--- src/design/mem_select_map.svh ---
// Register offsets, field positions, reset values and bound encodings for the memory select decoder
`ifndef MEM_SELECT_MAP_SVH
`define MEM_SELECT_MAP_SVH

// Register indexes; each register is one aligned word, so its APB byte
// address is four times its index
`define UPPER_CFG_IDX      10'h3A0
`define LOWER_CFG_IDX      10'h3A2
`define STATUS_IDX         10'h3A4
`define CYCLE_IDX          10'h3A8
`define SYSCFG_IDX         10'h3AC
`define UPPER_CFG_ADDR     {`UPPER_CFG_IDX, 2'b00}
`define LOWER_CFG_ADDR     {`LOWER_CFG_IDX, 2'b00}
`define STATUS_ADDR        {`STATUS_IDX, 2'b00}
`define CYCLE_ADDR         {`CYCLE_IDX, 2'b00}
`define SYSCFG_ADDR        {`SYSCFG_IDX, 2'b00}

// Field positions shared by both region registers
`define FLD_BOUND_HI       14
`define FLD_BOUND_LO       12
`define FLD_ADDR_OFF       7
`define FLD_DRAM_ON        6
`define FLD_WIDTH          5
`define FLD_READY_IGN      2
`define FLD_WAIT_HI        1
`define FLD_WAIT_LO        0

// Writable bit masks
`define CFG_WR_MASK        16'h70E7

// Reset values
`define UPPER_CFG_RESET    16'hF01B
`define LOWER_CFG_RESET    16'h0F1B

// Region bound encodings
`define UPPER_FLOOR_64K    3'b111
`define UPPER_FLOOR_128K   3'b110
`define UPPER_FLOOR_256K   3'b100
`define UPPER_FLOOR_512K   3'b000
`define LOWER_TOP_64K      3'b000
`define LOWER_TOP_128K     3'b001
`define LOWER_TOP_256K     3'b011
`define LOWER_TOP_512K     3'b111

// Start of each upper block and end of each lower block, address bits 19:16
`define UPPER_BASE_64K     4'hF
`define UPPER_BASE_128K    4'hE
`define UPPER_BASE_256K    4'hC
`define UPPER_BASE_512K    4'h8
`define LOWER_END_64K      4'h0
`define LOWER_END_128K     4'h1
`define LOWER_END_256K     4'h3
`define LOWER_END_512K     4'h7

// Syscfg bit for global memory address disable
`define FLD_GLOBAL_OFF     0

`endif

--- src/design/mem_select_pkg.sv ---
// Types for the memory select decoder
package mem_select_pkg;
  typedef enum logic [1:0] {
    REGION_NONE,
    REGION_UPPER,
    REGION_LOWER,
    REGION_PERIPH
  } region_t;
  typedef enum logic [1:0] {
    CYC_IDLE,
    CYC_ADDR,
    CYC_WAIT,
    CYC_DATA
  } cyc_state_t;
endpackage : mem_select_pkg

--- src/design/region_cfg_if.sv ---
// Decoded view of one region control register shared between decoder modules
`timescale 1ns/100ps
interface region_cfg_if;
  logic [2:0] bound;
  logic       addr_phase_off;
  logic       dram_on;
  logic       width_sel;
  logic       ready_ignore;
  logic [1:0] wait_count;
  logic       hit;
  logic [3:0] addr_top;
  modport src (output bound, output addr_phase_off, output dram_on, output width_sel,
               output ready_ignore, output wait_count, input hit, output addr_top);
  modport cmp (input bound, input addr_top, input dram_on, output hit);
endinterface : region_cfg_if

--- src/design/region_match.sv ---
// Address range comparator for one memory region
`timescale 1ns/100ps
`include "mem_select_map.svh"
module region_match #(
  parameter bit IS_UPPER = 1'b1
) (
  region_cfg_if.cmp cfg
);
  logic [3:0] limit;

  // Upper region ends at FFFFFh, lower region starts at 00000h
  always_comb begin
    limit = 4'h0;
    if (IS_UPPER) begin
      case (cfg.bound)
        `UPPER_FLOOR_64K:  limit = `UPPER_BASE_64K;
        `UPPER_FLOOR_128K: limit = `UPPER_BASE_128K;
        `UPPER_FLOOR_256K: limit = `UPPER_BASE_256K;
        `UPPER_FLOOR_512K: limit = `UPPER_BASE_512K;
        default:           limit = `UPPER_BASE_64K;
      endcase
      cfg.hit = (cfg.addr_top >= limit);
    end else begin
      case (cfg.bound)
        `LOWER_TOP_64K:  limit = `LOWER_END_64K;
        `LOWER_TOP_128K: limit = `LOWER_END_128K;
        `LOWER_TOP_256K: limit = `LOWER_END_256K;
        `LOWER_TOP_512K: limit = `LOWER_END_512K;
        default:         limit = `LOWER_END_64K;
      endcase
      cfg.hit = (cfg.addr_top <= limit);
    end
  end
endmodule : region_match

--- src/design/memory_chip_select_decoder.sv ---
// Upper and lower memory region select decoder with APB register access
//
// Register access over APB was decided locally.
`timescale 1ns/100ps
`include "mem_select_map.svh"

// Overview of operation
// - Drive address phase unless region disables it
// - Address-disable ignored when enable strap low
// - Peripheral overlap on DRAM still drives address
// - Upper DRAM: remap midrange selects, hold upper
// - Upper region resets as non-DRAM bank
// - DRAM mode ignores ready, forces 16-bit
// - Peripheral overlap on DRAM uses 16-bit
// - Width bit: 0 is 16-bit, 1 is 8-bit
// - External reset loads inverted byte-boot strap
// - Watchdog reset keeps strap and width bit
// - Ready-ignore bit gates external ready inputs
// - Wait field adds zero to three waits
// - Lower select off until register written
// - Lower region from zero, four top codes
// - Lower DRAM: lower select becomes row strobe
// - Upper region ends at top, four sizes
// - Upper select active straight after reset
module memory_chip_select_decoder
  import mem_select_pkg::*;
(
  // APB slave
  input  wire logic        pclk,
  input  wire logic        presetn,
  input  wire logic        psel,
  input  wire logic        penable,
  input  wire logic        pwrite,
  input  wire logic [11:0] paddr,
  input  wire logic [31:0] pwdata,
  output logic      [31:0] prdata,
  output logic             pready,
  output logic             pslverr,
  // Reset sources and straps
  input  wire logic        watchdog_reset,
  input  wire logic        addr_enable_strap_n,
  input  wire logic        byte_boot_strap,
  // Processor cycle request
  input  wire logic        cycle_start,
  input  wire logic [19:0] cycle_addr,
  input  wire logic        peripheral_select,
  // External ready
  input  wire logic        sync_ready_in,
  input  wire logic        async_ready_in,
  // Memory side
  output logic             upper_select_out_n,
  output logic             lower_select_out_n,
  output logic             midrange_select_one_n,
  output logic             midrange_select_two_n,
  output logic             midrange_select_three_n,
  output logic             addr_drive_en,
  output logic             bus_is_x8,
  output logic             data_phase,
  output logic             cycle_done
);

  ////////////////////////////////////////////////////////////////////////////
  // Configuration registers
  logic [15:0] upper_region_select_cfg_r;
  logic [15:0] lower_region_select_cfg_r;
  logic        lower_written_r;
  logic        global_mem_addr_off_r;
  logic        strap_taken_r;
  logic        addr_strap_low_r;
  logic        width_locked_r;
  logic        apb_wr;
  logic        apb_rd;
  logic [15:0] wmask;

  assign apb_wr = psel && penable && pwrite;
  assign apb_rd = psel && penable && !pwrite;

  // A locked width bit cannot be changed by software
  assign wmask = width_locked_r ? (`CFG_WR_MASK & ~(16'h0001 << `FLD_WIDTH)) : `CFG_WR_MASK;

  // Straps are caught on the first clock after external reset release only;
  // the watchdog does not rearm this, so width and strap stay as they were
  always_ff @(posedge pclk or negedge presetn) begin
    if (!presetn) begin
      strap_taken_r    <= 1'b0;
      addr_strap_low_r <= 1'b0;
      width_locked_r   <= 1'b0;
    end else if (!strap_taken_r) begin
      strap_taken_r    <= 1'b1;
      addr_strap_low_r <= !addr_enable_strap_n;
      width_locked_r   <= byte_boot_strap;
    end
  end

  always_ff @(posedge pclk or negedge presetn) begin
    if (!presetn) begin
      upper_region_select_cfg_r <= `UPPER_CFG_RESET;
    end else if (!strap_taken_r) begin
      upper_region_select_cfg_r[`FLD_WIDTH] <= !byte_boot_strap;
    end else if (watchdog_reset) begin
      // Width bit survives the watchdog; the rest reloads
      upper_region_select_cfg_r <= (`UPPER_CFG_RESET & ~(16'h0001 << `FLD_WIDTH)) |
                                   (upper_region_select_cfg_r & (16'h0001 << `FLD_WIDTH));
    end else if (apb_wr && paddr == `UPPER_CFG_ADDR) begin
      upper_region_select_cfg_r <= (upper_region_select_cfg_r & ~wmask) |
                                   (pwdata[15:0] & wmask);
    end
  end

  always_ff @(posedge pclk or negedge presetn) begin
    if (!presetn) begin
      lower_region_select_cfg_r <= `LOWER_CFG_RESET;
      lower_written_r           <= 1'b0;
    end else if (watchdog_reset) begin
      lower_region_select_cfg_r <= `LOWER_CFG_RESET;
      lower_written_r           <= 1'b0;
    end else if (apb_wr && paddr == `LOWER_CFG_ADDR) begin
      lower_region_select_cfg_r <= (lower_region_select_cfg_r & ~`CFG_WR_MASK) |
                                   (pwdata[15:0] & `CFG_WR_MASK);
      lower_written_r           <= 1'b1;
    end
  end

  always_ff @(posedge pclk or negedge presetn) begin
    if (!presetn) begin
      global_mem_addr_off_r <= 1'b0;
    end else if (apb_wr && paddr == `SYSCFG_ADDR) begin
      global_mem_addr_off_r <= pwdata[`FLD_GLOBAL_OFF];
    end
  end

  ////////////////////////////////////////////////////////////////////////////
  // APB read path and answer; one wait-free access phase
  logic       dram_any;
  cyc_state_t state_r;
  region_t    region_r;
  logic [1:0] wait_left_r;

  always_ff @(posedge pclk or negedge presetn) begin
    if (!presetn) begin
      prdata  <= 32'h0000_0000;
      pready  <= 1'b0;
      pslverr <= 1'b0;
    end else begin
      pready  <= psel && !penable;
      pslverr <= 1'b0;
      if (psel && !penable) begin
        prdata <= 32'h0000_0000;
        case (paddr)
          `UPPER_CFG_ADDR: prdata <= {16'h0000, upper_region_select_cfg_r};
          `LOWER_CFG_ADDR: prdata <= {16'h0000, lower_region_select_cfg_r};
          `STATUS_ADDR:    prdata <= {28'h000_0000, width_locked_r, addr_strap_low_r,
                                      lower_written_r, dram_any};
          `CYCLE_ADDR:     prdata <= {26'h000_0000, wait_left_r, region_r, state_r};
          `SYSCFG_ADDR:    prdata <= {31'h0000_0000, global_mem_addr_off_r};
          default:         pslverr <= 1'b1;
        endcase
      end
    end
  end

  ////////////////////////////////////////////////////////////////////////////
  // Region decode
  region_cfg_if up_if ();
  region_cfg_if lo_if ();

  assign up_if.bound          = upper_region_select_cfg_r[`FLD_BOUND_HI:`FLD_BOUND_LO];
  assign up_if.addr_phase_off = upper_region_select_cfg_r[`FLD_ADDR_OFF];
  assign up_if.dram_on        = upper_region_select_cfg_r[`FLD_DRAM_ON];
  assign up_if.width_sel      = upper_region_select_cfg_r[`FLD_WIDTH];
  assign up_if.ready_ignore   = upper_region_select_cfg_r[`FLD_READY_IGN];
  assign up_if.wait_count     = upper_region_select_cfg_r[`FLD_WAIT_HI:`FLD_WAIT_LO];
  assign up_if.addr_top       = cycle_addr[19:16];
  assign lo_if.bound          = lower_region_select_cfg_r[`FLD_BOUND_HI:`FLD_BOUND_LO];
  assign lo_if.addr_phase_off = lower_region_select_cfg_r[`FLD_ADDR_OFF];
  assign lo_if.dram_on        = lower_region_select_cfg_r[`FLD_DRAM_ON];
  assign lo_if.width_sel      = lower_region_select_cfg_r[`FLD_WIDTH];
  assign lo_if.ready_ignore   = lower_region_select_cfg_r[`FLD_READY_IGN];
  assign lo_if.wait_count     = lower_region_select_cfg_r[`FLD_WAIT_HI:`FLD_WAIT_LO];
  assign lo_if.addr_top       = cycle_addr[19:16];

  region_match #(.IS_UPPER(1'b1)) u_upper_match (.cfg(up_if));
  region_match #(.IS_UPPER(1'b0)) u_lower_match (.cfg(lo_if));

  assign dram_any = up_if.dram_on || lo_if.dram_on;

  // Peripheral select wins only over a DRAM-mapped region it overlaps
  region_t    hit_region;
  logic       hit_up;
  logic       hit_lo;
  assign hit_up = up_if.hit;
  assign hit_lo = lo_if.hit && lower_written_r;

  always_comb begin
    hit_region = REGION_NONE;
    if (peripheral_select && ((hit_up && up_if.dram_on) || (hit_lo && lo_if.dram_on))) begin
      hit_region = REGION_PERIPH;
    end else if (hit_up) begin
      hit_region = REGION_UPPER;
    end else if (hit_lo) begin
      hit_region = REGION_LOWER;
    end
  end

  ////////////////////////////////////////////////////////////////////////////
  // Cycle sequencer: address phase, programmed waits, data phase
  logic ready_in;
  logic ready_ign_sel;
  assign ready_in = sync_ready_in && async_ready_in;

  always_comb begin
    case (region_r)
      REGION_UPPER: ready_ign_sel = up_if.ready_ignore || up_if.dram_on;
      REGION_LOWER: ready_ign_sel = lo_if.ready_ignore || lo_if.dram_on;
      default:      ready_ign_sel = 1'b0;
    endcase
  end

  always_ff @(posedge pclk or negedge presetn) begin
    if (!presetn) begin
      state_r     <= CYC_IDLE;
      region_r    <= REGION_NONE;
      wait_left_r <= 2'b00;
    end else begin
      case (state_r)
        CYC_IDLE: begin
          if (cycle_start) begin
            state_r  <= CYC_ADDR;
            region_r <= hit_region;
            case (hit_region)
              REGION_UPPER: wait_left_r <= up_if.wait_count;
              REGION_LOWER: wait_left_r <= lo_if.wait_count;
              default:      wait_left_r <= 2'b00;
            endcase
          end
        end
        CYC_ADDR: begin
          state_r <= (wait_left_r != 2'b00) ? CYC_WAIT : CYC_DATA;
        end
        CYC_WAIT: begin
          wait_left_r <= wait_left_r - 2'b01;
          if (wait_left_r == 2'b01) begin
            state_r <= CYC_DATA;
          end
        end
        CYC_DATA: begin
          // External ready can only stretch, never shorten the minimum
          if (ready_in || ready_ign_sel) begin
            state_r  <= CYC_IDLE;
            region_r <= REGION_NONE;
          end
        end
        default: state_r <= CYC_IDLE;
      endcase
    end
  end

  ////////////////////////////////////////////////////////////////////////////
  // Pin outputs, all registered
  logic addr_off_sel;
  always_comb begin
    case (hit_region)
      REGION_UPPER: addr_off_sel = up_if.addr_phase_off && !addr_strap_low_r;
      REGION_LOWER: addr_off_sel = lo_if.addr_phase_off && !addr_strap_low_r;
      default:      addr_off_sel = 1'b0;
    endcase
  end

  logic in_cycle_nxt;
  logic up_act;
  logic lo_act;
  assign in_cycle_nxt = (state_r == CYC_IDLE) ? cycle_start :
                        !(state_r == CYC_DATA && (ready_in || ready_ign_sel));
  assign up_act = in_cycle_nxt && ((state_r == CYC_IDLE) ? hit_region == REGION_UPPER
                                                         : region_r == REGION_UPPER);
  assign lo_act = in_cycle_nxt && ((state_r == CYC_IDLE) ? hit_region == REGION_LOWER
                                                         : region_r == REGION_LOWER);

  always_ff @(posedge pclk or negedge presetn) begin
    if (!presetn) begin
      upper_select_out_n      <= 1'b1;
      lower_select_out_n      <= 1'b1;
      midrange_select_one_n   <= 1'b1;
      midrange_select_two_n   <= 1'b1;
      midrange_select_three_n <= 1'b1;
    end else begin
      upper_select_out_n      <= !(up_act && !up_if.dram_on);
      lower_select_out_n      <= !lo_act;
      midrange_select_three_n <= !(up_act && up_if.dram_on);
      // Column strobes follow the row strobe of whichever bank is DRAM
      midrange_select_one_n   <= !((up_act && up_if.dram_on) || (lo_act && lo_if.dram_on));
      midrange_select_two_n   <= !((up_act && up_if.dram_on) || (lo_act && lo_if.dram_on));
    end
  end

  always_ff @(posedge pclk or negedge presetn) begin
    if (!presetn) begin
      addr_drive_en <= 1'b0;
      bus_is_x8     <= 1'b0;
      data_phase    <= 1'b0;
      cycle_done    <= 1'b0;
    end else begin
      addr_drive_en <= (state_r == CYC_IDLE) && cycle_start && hit_region != REGION_NONE &&
                       !addr_off_sel && !global_mem_addr_off_r;
      if (state_r == CYC_IDLE && cycle_start) begin
        case (hit_region)
          REGION_UPPER: bus_is_x8 <= up_if.width_sel && !up_if.dram_on;
          REGION_LOWER: bus_is_x8 <= lo_if.width_sel && !lo_if.dram_on;
          default:      bus_is_x8 <= 1'b0;
        endcase
      end
      data_phase <= in_cycle_nxt && state_r != CYC_IDLE;
      cycle_done <= state_r == CYC_DATA && (ready_in || ready_ign_sel);
    end
  end

  ////////////////////////////////////////////////////////////////////////////
  // Checks
  chk_upper_dram_hold: assert property (@(posedge pclk) disable iff (!presetn)
    up_if.dram_on && $stable(up_if.dram_on) |=> upper_select_out_n)
    else $error("upper select asserted in DRAM mode");
  chk_lower_idle_reset: assert property (@(posedge pclk) disable iff (!presetn)
    !lower_written_r |-> lower_select_out_n)
    else $error("lower select active before configuration");
  chk_dram_width_x16: assert property (@(posedge pclk) disable iff (!presetn)
    state_r == CYC_IDLE && cycle_start && hit_region == REGION_UPPER && up_if.dram_on
    |=> !bus_is_x8)
    else $error("DRAM region not 16-bit");
  chk_width_select: assert property (@(posedge pclk) disable iff (!presetn)
    state_r == CYC_IDLE && cycle_start && hit_region == REGION_LOWER && !lo_if.dram_on
    |=> bus_is_x8 == $past(lo_if.width_sel))
    else $error("lower width mismatch");
  chk_periph_width: assert property (@(posedge pclk) disable iff (!presetn)
    state_r == CYC_IDLE && cycle_start && hit_region == REGION_PERIPH |=> !bus_is_x8)
    else $error("peripheral overlap not 16-bit");
  chk_addr_global_off: assert property (@(posedge pclk) disable iff (!presetn)
    global_mem_addr_off_r && $stable(global_mem_addr_off_r) |=> !addr_drive_en)
    else $error("address driven while globally off");
  chk_wait_three: assert property (@(posedge pclk) disable iff (!presetn)
    state_r == CYC_ADDR && wait_left_r == 2'b11 |=> state_r == CYC_WAIT [*3] ##1
    state_r == CYC_DATA)
    else $error("three waits not inserted");
  chk_ready_ignored: assert property (@(posedge pclk) disable iff (!presetn)
    state_r == CYC_DATA && ready_ign_sel |=> state_r == CYC_IDLE)
    else $error("ready not ignored");
  chk_strap_no_effect: assert property (@(posedge pclk) disable iff (!presetn)
    addr_strap_low_r && state_r == CYC_IDLE && cycle_start && hit_region == REGION_UPPER &&
    !global_mem_addr_off_r |=> addr_drive_en)
    else $error("address disable acted with strap low");
  chk_one_select: assert property (@(posedge pclk) disable iff (!presetn)
    $onehot0({!upper_select_out_n, !lower_select_out_n, !midrange_select_three_n}))
    else $error("more than one select active");

endmodule : memory_chip_select_decoder

--- config.mk ---
export PLATFORM = sky130hd
export DESIGN_NAME = memory_chip_select_decoder
export DESIGN_NICKNAME = d
export VERILOG_FILES = /design/src/design/mem_select_pkg.sv /design/src/design/region_cfg_if.sv /design/src/design/region_match.sv /design/src/design/memory_chip_select_decoder.sv
export VERILOG_INCLUDE_DIRS = /design/src /design/src/design
export SDC_FILE = /design/constraint.sdc
export NUM_CORES = 1
export LEC_CHECK = 0
export BUFFER_PORTS_ARGS = -buffer_cell sky130_fd_sc_hd__buf_2
export CAP_MARGIN = 20
export CORE_MARGIN = 2
export CORE_UTILIZATION = 30
export CTS_CLUSTER_SIZE = 25
export DETAILED_ROUTE_END_ITERATION = 8
export PLACE_DENSITY = 0.59
export SYNTH_ARGS = -nofsm -noshare
export SYNTH_HDL_FRONTEND = slang
export SYNTH_HIERARCHICAL = 1
export SYNTH_SLANG_ARGS = --single-unit
--- constraint.sdc ---
create_clock -name pclk -period 3 [get_ports pclk]
set_input_delay 0.3 -clock pclk [delete_from_list [all_inputs] [get_ports pclk]]
set_output_delay 0.3 -clock pclk [all_outputs]
set_load 0.02 [all_outputs]
==> impl_metrics.yaml, run 1 <==
status:
  status: "complete, no violations"
cts:
  numCtsBuffers: 5
  post-cts-setup-buffer-count: 0
  insertion_delay_ns: 0.30
  cts_tree: "yes"
  root_buffer: "clkbuf_8"
  h-tree-depth: 2
  cts.sinks: 54
  path_clk_slew_ns: 0.10
  cts.path.max_buffers: 2
synth:
  synthTopCellsByCount: "dfrtp_1 (41), nor2_1 (32), nand2_1 (27)"
  synth.most_common_cell: "dfrtp_1"
  synth_top_area_cell: "dfrtp_1"
  synth_cells: 340
  yosysTopAreaCellShare_pct: 32.3
  synthArstFlopShare_pct: 100
  synth_area_leaders: "dfrtp_1 (32%), dfstp_2 (11%), ha_1 (6.7%), mux2i_1 (5.7%), buf_4 (5.0%)"
  syn_avg_cell_area_um2: 9.33
  seq_area_frac_synth_pct: 43.1
  yosys_most_used_dff: "dfrtp_1"
  synth_cell_types: 54
  synth_edf_count: 0
  synthesis.area_mm2: 0.00317
  ys_ff_latch: 54
  yosys_warnings: 6
sta:
  relSlewSlack_pct: 53.8
  report.final.slew_viol_count: 0
  tightest_slew_ns: 0.693
  rsz0062_at_grt: "no"
  setup_viol: 0
  clock_skew_ns: 0.00803
  clock.fmax_mhz: 369
  hold_viol: 0
  period_needed_ns: 2.71
  fin_ws_ns: 0.288
  timing.setup.tns_ns: 0
  min_period_over_period_pct: 90.4
route:
  viasPerCell: 4.84
  drt.antenna.violating_nets: 0
  drc: 0
  drtPass1Iterations: 4
  num_vias: 2565
  wl_per_cell_um: 14.1
  first_iter_violations: 137
  routed_wl_um: 7490
floorplanning:
  dieArea_mm2: 0.0114
  coreArea_mm2: 0.0103
  start_util_pct: 30.9
  fp-row-count: 37
  die_width_um: 107
  pin_count: 119
  die_y_um: 107
pwr:
  internal_power_mw: 1.16
  clkPwrFrac_pct: 22.6
  switchingPower_mw: 0.594
  p_total_mw: 1.75
  swShare_pct: 34.0
  p_leak_nw: 1.63
  cellPowerDensity_mw_per_mm2: 485
  pwr-share-seq_pct: 49.4
  combinationalPowerShare_pct: 27.9
  ir_drop_mv: 0.208
grt:
  grt_max_degree: 55
  antenna_found_initial: 1
  grt_overflow: 0
  globalRouteTotalUtil_pct: 13.7
  grt_pass1_wl_um: 12500
  grt_pass1_vias: 2527
placement:
  portBuffers: 63
  dp_hpwl_um: 5710
  dp_slack_ns: 0.191
  place_congestion: 0.820
worst_setup_path:
  slowest_delay_ns: 0.58
  worst_path_max_delay_cell: "dfstp_2"
  crit_path_end_kind: "flip-flop"
  cp_cell_sequence: "inv_1, a21o_1, ha_1, o21ai_1, a21oi_1, a21boi_0, o21ai_1, inv_1, ha_1, nand3_1, o21ai_0, nand2_1, a31o_2"
  start_kind: "flip-flop"
  critPathRequiredTime_ns: 3.24
  arrival_ns: 2.95
  crit_fanout: 5
  crit_type: "flip-flop to flip-flop"
  crit_start: "upper_region_select_cfg_r[14]$_DFFE_PN1P_"
  r2r-start: "upper_region_select_cfg_r[14]$_DFFE_PN1P_"
final_layout:
  diodes: 0
  drive_above_1_share_pct: 24.9
  syn2layout_area_growth_pct: 13.7
  fin_nets: 486
  post-route-util_pct: 35.1
run:
  cap_viol_max_count: 0
min_path:
  hold_class: "primary input to async pin"
## layer usage
layer	share of wire, %	vias up	GRT usage, %
met1	46	1217	18.8
met2	45	83	21.0
li1	-	1254	-
met4	2.1	0	5.01
met5	0	-	0
met3	6.8	11	3.22
## area by class of cell
type | count | area [um2]
repair buffers | 65 | 330
inverters | 23 | 86.3
clock buffers | 7 | 76.3
clock inverters | 1 | 7.51
multi-input cells | 244 | 1570
well taps | 136 | 170
fillers | 1079 | 6670
flip-flops and latches | 54 | 1370
## registers in the layout, indices dropped and copies added, names as in the netlist, 2 cells and up
| name | count |
|---|---|
| state_r | 2 |
| upper_region_select_cfg_r | 10 |
| prdata | 13 |
| wait_left_r | 2 |
| lower_region_select_cfg_r | 10 |
| region_r | 2 |
## worst max-delay path, delay by kind of cell (launching register included)
family                     cells  cell delay [ns]
and+or+nand+nor                2             0.21
adders and majority gates      2             0.52
AOI/OAI and AO/OA              7             1.15
buffers and inverters          2             0.17
DFF                            1             0.58
## power by group through the flow
stage / clock [mW] / combinational [mW] / sequential [mW]
after floorplan: 0 / 0.350 / 0.881
after global placement: 0 / 0.476 / 0.875
after detailed placement: 0 / 0.493 / 0.878
after CTS: 0.410 / 0.494 / 0.864
after global routing: 0.443 / 0.562 / 0.876
final: 0.396 / 0.489 / 0.865
## worst paths after layout
kind	to	slack (ns)	depth (start not counted)
setup / recovery	upper_select_out_n$_DFF_PN1_	0.29	13
hold / removal	width_locked_r$_DFFE_PN0N_	0.1	2
setup reg to reg	upper_select_out_n$_DFF_PN1_	0.29	13
hold reg to reg	prdata[5]$_DFFE_PN0P_	0.48	2
max in group asynchronous	wait_left_r[0]$_DFFE_PN0P_	2.42	2
min in group pclk	addr_strap_low_r$_DFFE_PN0N_	0.16	2
## repair_timing
| item | CTS | global route |
|---|---|---|
| resized for setup | 0 | 2 |
| setup endpoints to repair | 0 | 3 |
| hold buffers | 0 | 0 |
## metrics by stage
| stage | hold WS (ns) | cells | instance area, um2 |
|---|---|---|---|
| after floorplan | 0.00441 | 355 | 3230 |
| after global placement | 0.466 | 522 | 3520 |
| after detailed placement | 0.469 | 522 | 3520 |
| after CTS | 0.136 | 530 | 3600 |
| after global routing | 0.177 | 530 | 3610 |
| final | 0.0994 | 530 | 3610 |
## cells by family (layout without fill, tap and decap cells)
| family | Yosys count | after routing | share of synthesized area [%] |
|---|---|---|---|
| compound gates | 72 | 72 | 14.4 |
| fa+ha+maj | 17 | 17 | 6.71 |
| buf+inv | 57 | 96 | 9.27 |
| flops | 54 | 54 | 43.1 |
| mux | 24 | 24 | 7.81 |
| other cells | 2 | 17 | 0.237 |
| simple gates | 114 | 114 | 18.4 |
## placed cells by master, fill, tap and decap left out, drive strengths merged, types with 3 or more instances in the layout
| cell | count |
|---|---|
| a211o | 3 |
| a31oi | 5 |
| o31ai | 4 |
| ha | 17 |
| dfrtp | 41 |
| mux2 | 6 |
| nor2 | 32 |
| nor4 | 4 |
| inv | 23 |
| nand3 | 13 |
| a211oi | 6 |
| o21ai | 28 |
| conb | 17 |
| a41oi | 3 |
| mux2i | 18 |
| buf | 65 |
| dfstp | 13 |
| and3b | 3 |
| a21oi | 10 |
| nand2 | 28 |
| nand2b | 7 |
| or3 | 3 |
| clkbuf | 7 |
| nor3 | 11 |
Power figures use the tool's default switching activity.
==> run 2, diff against run 1 <==
--- a/config.mk
+++ b/config.mk
@@ -6,13 +6,13 @@
 export SDC_FILE = /design/constraint.sdc
 export NUM_CORES = 1
 export LEC_CHECK = 0
-export BUFFER_PORTS_ARGS = -buffer_cell sky130_fd_sc_hd__buf_2
 export CAP_MARGIN = 20
 export CORE_MARGIN = 2
 export CORE_UTILIZATION = 30
 export CTS_CLUSTER_SIZE = 25
 export DETAILED_ROUTE_END_ITERATION = 8
-export PLACE_DENSITY = 0.59
+export DONT_BUFFER_PORTS = 1
+export PLACE_DENSITY = 0.5
 export SYNTH_ARGS = -nofsm -noshare
 export SYNTH_HDL_FRONTEND = slang
 export SYNTH_HIERARCHICAL = 1
==> constraint.sdc (replaced) <==
create_clock -name pclk -period 2.7 [get_ports pclk]
set_input_delay 0.27 -clock pclk [delete_from_list [all_inputs] [get_ports pclk]]
set_output_delay 0.27 -clock pclk [all_outputs]
set_load 0.02 [all_outputs]
==> run 2 against run 1 <==
  * Non-clock buffer count fell by 52
  * Combinational power increased by 1%
  * First-iteration DRC count fell by 28%
  * Clock-buffer cell count unchanged
  * Maximum frequency rose by 4.8%
  * Register-to-register slack lost 0.18 ns
  * Worst hold slack lost 0.085 ns
  * Sequential cell count is the same
  * Via count down 8.6%
  * Critical endpoint unchanged
  * Largest cell class unchanged
==> impl_metrics.yaml, run 2 (synthesis gave the netlist of run 1 again) <==
sta:
  setup_viol: 0
  fin_ws_ns: 0.112
  timing.setup.tns_ns: 0
  rsz0062_at_grt: "yes"
  clock_skew_ns: 0.00723
  relSlewSlack_pct: 51.3
  period_needed_ns: 2.59
  report.final.slew_viol_count: 0
  whs_ns: 0.0148
  clock.fmax_mhz: 386
  min_period_over_period_pct: 95.9
  hold_viol: 0
  tightest_slew_ns: 0.731
grt:
  grt_pass1_vias: 2269
  globalRouteTotalUtil_pct: 13.7
  antenna_found_initial: 0
  grt_max_degree: 55
  grt_overflow: 0
  grt_pass1_wl_um: 12200
cts:
  cts.path.max_buffers: 2
  cts.sinks: 54
  insertion_delay_ns: 0.31
  cts_tree: "yes"
  numCtsBuffers: 5
  root_buffer: "clkbuf_8"
  path_clk_slew_ns: 0.10
  post-cts-setup-buffer-count: 0
  h-tree-depth: 2
pwr:
  ir_drop_mv: 0.254
  cellPowerDensity_mw_per_mm2: 554
  p_total_mw: 1.93
  p_leak_nw: 1.43
route:
  viasPerCell: 4.90
  drtPass1Iterations: 4
  drc: 0
  first_iter_violations: 98
  wl_per_cell_um: 16.0
  num_vias: 2344
  routed_wl_um: 7670
  drt.antenna.violating_nets: 0
placement:
  place_area_mm2: 0.00328
  dp_hpwl_um: 5730
  dp_cells: 469
  dp_slack_ns: -0.103
  place_congestion: 0.848
  portBuffers: 0
final_layout:
  final_common_cell: "dfrtp_1"
  syn2layout_area_growth_pct: 9.82
  final_cell_mix: "dfrtp_1 (40), nor2_1 (32), nand2_1 (27)"
  post-route-util_pct: 33.9
  largest-register: "prdata"
  largest_register_ff_count: 13
  diodes: 0
  fin_nets: 434
  fin_cells: 478
  fin_area_mm2: 0.00348
  drive_above_1_share_pct: 16.7
  reg_top3: "prdata x13, lower_region_select_cfg_r x10, upper_region_select_cfg_r x10"
floorplanning:
  start_util_pct: 30.9
  die_width_um: 107
  die_y_um: 107
  coreArea_mm2: 0.0103
  fp-row-count: 37
  pin_count: 119
  dieArea_mm2: 0.0114
worst_setup_path:
  cp_top_family: "compound AO/OA/AOI/OAI gates"
  worst_path_max_delay_cell: "dfstp_2"
  critical_path_buf_inv_count: 3
  slowest_delay_ns: 0.55
  arrival_ns: 2.83
  critPathRequiredTime_ns: 2.94
  crit_fanout: 4
  cp_cell_sequence: "inv_1, a21o_1, ha_1, o21ai_2, a21oi_2, a21boi_1, o21ai_1, buf_4, inv_1, ha_4, nand3_1, o21ai_2, nand2_1, a31o_2"
  start_kind: "flip-flop"
  crit_path_end_kind: "flip-flop"
  crit_type: "flip-flop to flip-flop"
status:
  status: "complete, no violations"
min_path:
  hold_class: "primary input to flip-flop"
run:
  cap_viol_max_count: 0
==> run 2: changes by cell type in the layout (fill, tap and decap cells not counted), moves of 2 or more <==
cell,before,now
o21ai_0,25,22
o21ai_2,1,3
a22oi_1,2,0
buf_2,63,0
nor4_1,3,1
a22oi_2,0,2
ha_4,0,2
buf_4,2,11
==> run 2: layout make-up <==
cell class | instances | area (um2)
multi-input cells | 244 | 1650
clock buffers | 7 | 76.3
fillers | 1099 | 6790
well taps | 136 | 170
repair buffers | 13 | 120
inverters | 23 | 86.3
clock inverters | 1 | 7.51
flip-flops and latches | 54 | 1370
==> run 2: final timing paths <==
check	from	slack [ns]	depth (start not counted)	endpoint
worst max-delay path	upper_region_select_cfg_r[14]$_DFFE_PN1P_	0.11	14	upper_select_out_n$_DFF_PN1_
worst min-delay path	watchdog_reset	0.01	1	lower_region_select_cfg_r[12]$_DFFE_PN0N_
worst max register to register	upper_region_select_cfg_r[14]$_DFFE_PN1P_	0.11	14	upper_select_out_n$_DFF_PN1_
worst min register to register	upper_region_select_cfg_r[3]$_DFFE_PN1P_	0.51	1	upper_region_select_cfg_r[3]$_DFFE_PN1P_
max in group asynchronous	presetn	1.92	2	lower_region_select_cfg_r[11]$_DFFE_PN1P_
min in group asynchronous	presetn	0.48	2	addr_drive_en$_DFF_PN0_
==> run 2: repair_timing <==
action | in CTS | in global routing
gates resized for setup | 6 | 15
hold buffers | 2 | 0
endpoints found under the setup margin | 4 | 5
pin swaps | 3 | 5
gates cloned | 0 | 0
hold endpoints to repair | 54 | 0
==> run 2: power breakdown <==
part / total, mW / leakage (nW) / switching, mW / internal [mW]
combinational: 0.496 / 0.714 / 0.300 / 0.196
sequential: 0.985 / 0.682 / 0.0920 / 0.893
clock: 0.448 / 0.0385 / 0.264 / 0.184
total: 1.93 / 1.43 / 0.656 / 1.27
==> run 2: layer usage <==
metal  track usage (%)  share of wire (%)  vias to the layer above  routed length (um)
li1                  -                  -                     1160                   -
met1              19.8                 48                     1114                3680
met2              20.2                 44                       64                3370
met3              3.89                7.2                        6                 549
met4              3.06               0.95                        0                  73
met5                 0                  0                        -                   0
==> run 3, diff against run 2 <==
--- a/config.mk
+++ b/config.mk
@@ -12,7 +12,7 @@
 export CTS_CLUSTER_SIZE = 25
 export DETAILED_ROUTE_END_ITERATION = 8
 export DONT_BUFFER_PORTS = 1
-export PLACE_DENSITY = 0.5
+export PLACE_DENSITY = 0.56
 export SYNTH_ARGS = -nofsm -noshare
 export SYNTH_HDL_FRONTEND = slang
 export SYNTH_HIERARCHICAL = 1
==> run 3 against run 2 <==
  * Clock-buffer cell count down 2
  * Sequential power about the same
  * Wire length up 3.0%
  * Cell count up 1.0%
  * Power up 6.6%
  * Worst hold slack better by 0.019 ns
  * Cell area up 1.4%
  * Non-clock buffer count up 5
  * Combinational power up 3%
  * Clock power up 25%
  * Sequential share of layout area down 0.52 points
  * Maximum frequency down 3.7%
  * Critical path type unchanged
  * Largest cell class unchanged
==> impl_metrics.yaml, run 3 (synthesis gave the netlist of run 1 again) <==
status:
  status: "complete, no violations"
sta:
  period_needed_ns: 2.69
  tightest_slew_ns: 0.727
  min_period_over_period_pct: 99.6
  hold_viol: 0
  rsz0062_at_grt: "yes"
  setup_viol: 0
  report.final.slew_viol_count: 0
  relSlewSlack_pct: 51.5
  clock.fmax_mhz: 372
  clock_skew_ns: 0.00764
  timing.setup.tns_ns: 0
  whs_ns: 0.0337
min_path:
  hold_class: "primary input to flip-flop"
floorplanning:
  die_y_um: 107
  coreArea_mm2: 0.0103
  start_util_pct: 30.9
  die_width_um: 107
  fp-row-count: 37
  pin_count: 119
  dieArea_mm2: 0.0114
worst_setup_path:
  cp_cell_sequence: "inv_2, a21o_1, ha_1, o21ai_2, a21oi_2, a21boi_2, o21ai_2, ha_4, mux2i_2, nor3_1, nor4_1, buf_4"
  crit_fanout: 3
  r2r-start: "upper_region_select_cfg_r[14]$_DFFE_PN1P_"
  crit_type: "flip-flop to flip-flop"
  cpMostUsedCell: "o21ai_2"
  worst_path_max_delay_cell: "dfstp_2"
  ff2ff_setup_slack_ns: 0.01
  rr_endpoint: "addr_drive_en$_DFF_PN0_"
  crit_start: "upper_region_select_cfg_r[14]$_DFFE_PN1P_"
  start_kind: "flip-flop"
  slowest_delay_ns: 0.56
  crit_path_end_kind: "flip-flop"
  arrival_ns: 2.94
  reg2regPathDepth: 12
  crit_path_end: "addr_drive_en$_DFF_PN0_"
  critPathRequiredTime_ns: 2.96
final_layout:
  largest-register: "prdata"
  reg_top3: "prdata x13, lower_region_select_cfg_r x10, upper_region_select_cfg_r x10"
  syn2layout_area_growth_pct: 11.4
  post-route-util_pct: 34.4
  diodes: 0
  final_common_cell: "dfrtp_1"
  largest_register_ff_count: 13
  fin_area_mm2: 0.00353
  nFillCells: 1062
  regArea_mm2: 0.00137
  final_cell_mix: "dfrtp_1 (39), nor2_1 (32), nand2_1 (27)"
  fin_nets: 439
  drive_above_1_share_pct: 18.2
  multiInputGateArea_mm2: 0.00163
route:
  wl_per_cell_um: 16.4
  drt.antenna.violating_nets: 0
  viasPerCell: 5.05
  drc: 0
  drtPass1Iterations: 4
  routed_wl_um: 7900
  num_vias: 2441
  first_iter_violations: 202
run:
  cap_viol_max_count: 0
cts:
  cts.path.max_buffers: 2
  numCtsBuffers: 5
  h-tree-depth: 2
  cts.sinks: 54
  path_clk_slew_ns: 0.10
  root_buffer: "clkbuf_8"
  insertion_delay_ns: 0.31
  cts_tree: "yes"
grt:
  antenna_found_initial: 0
  grt_pass1_wl_um: 12500
  grt_pass1_vias: 2301
  grt_overflow: 0
  globalRouteTotalUtil_pct: 13.9
  grt_max_degree: 55
pwr:
  ir_drop_mv: 0.203
  cellPowerDensity_mw_per_mm2: 582
  p_leak_nw: 1.47
  p_total_mw: 2.06
placement:
  place_area_mm2: 0.00328
  dp_hpwl_um: 5740
  portBuffers: 0
  place_congestion: 0.840
==> run 3: how the worst min path moves through the flow <==
stage                                                     to           startpoint  cells after the start
finish                          addr_strap_low_r$_DFFE_PN0N_  addr_enable_strap_n                      1
global placement                     addr_drive_en$_DFF_PN0_              presetn                      0
CTS                 lower_region_select_cfg_r[6]$_DFFE_PN0N_       watchdog_reset                      1
floorplan                            addr_drive_en$_DFF_PN0_              presetn                      0
detailed placement                   addr_drive_en$_DFF_PN0_              presetn                      0
global route                           prdata[4]$_DFFE_PN0P_             paddr[4]                      1
==> run 3: through the flow <==
stage	setup WS (ns)	cells
final	0.0121	483
after global routing	-0.143	483
after CTS	-0.0108	479
after detailed placement	-0.0970	469
after global placement	-0.0406	469
after floorplan	0.295	355
==> run 3: critical path: cells and delay by family, from the launching register on <==
kind,cells,cell delay [ns]
AOI/OAI and AO/OA,5,0.78
DFF,1,0.56
adders and majority gates,2,0.47
and+or+nand+nor,2,0.39
muxes,1,0.24
buffers and inverters,2,0.20
==> run 3: what timing repair did <==
item	in CTS	in global routing
setup endpoints to repair	6	8
pin swaps	0	11
buffers inserted	0	3
resized for setup	4	17
hold endpoints to repair	54	7
hold buffers	2	2
==> run 3: report_power, final <==
group	switching, mW	total, mW	leakage, nW	internal [mW]
Sequential	0.0921	0.985	0.680	0.893
Combinational	0.305	0.512	0.734	0.207
Clock	0.282	0.561	0.0585	0.279
Total	0.679	2.06	1.47	1.38
==> run 3: routing by layer <==
| metal | share of wire [%] | GRT usage (%) | vias to the layer above |
|---|---|---|---|
| met2 | 45 | 21.7 | 96 |
| met4 | 1.1 | 3.34 | 0 |
| met3 | 8.9 | 4.74 | 8 |
| li1 | - | - | 1167 |
| met5 | 0 | 0 | - |
| met1 | 45 | 18.7 | 1170 |
==> run 3: area by class of cell <==
| type | instances | area share (%) |
|---|---|---|
| Clock buffer | 5 | 1.95 |
| Clock inverter | 3 | 1.24 |
| Inverter | 23 | 2.44 |
| Multi-Input combinational cell | 244 | 46.2 |
| Sequential cell | 54 | 38.8 |
| Tap cell | 136 | 4.82 |
| Timing Repair Buffer | 18 | 4.60 |
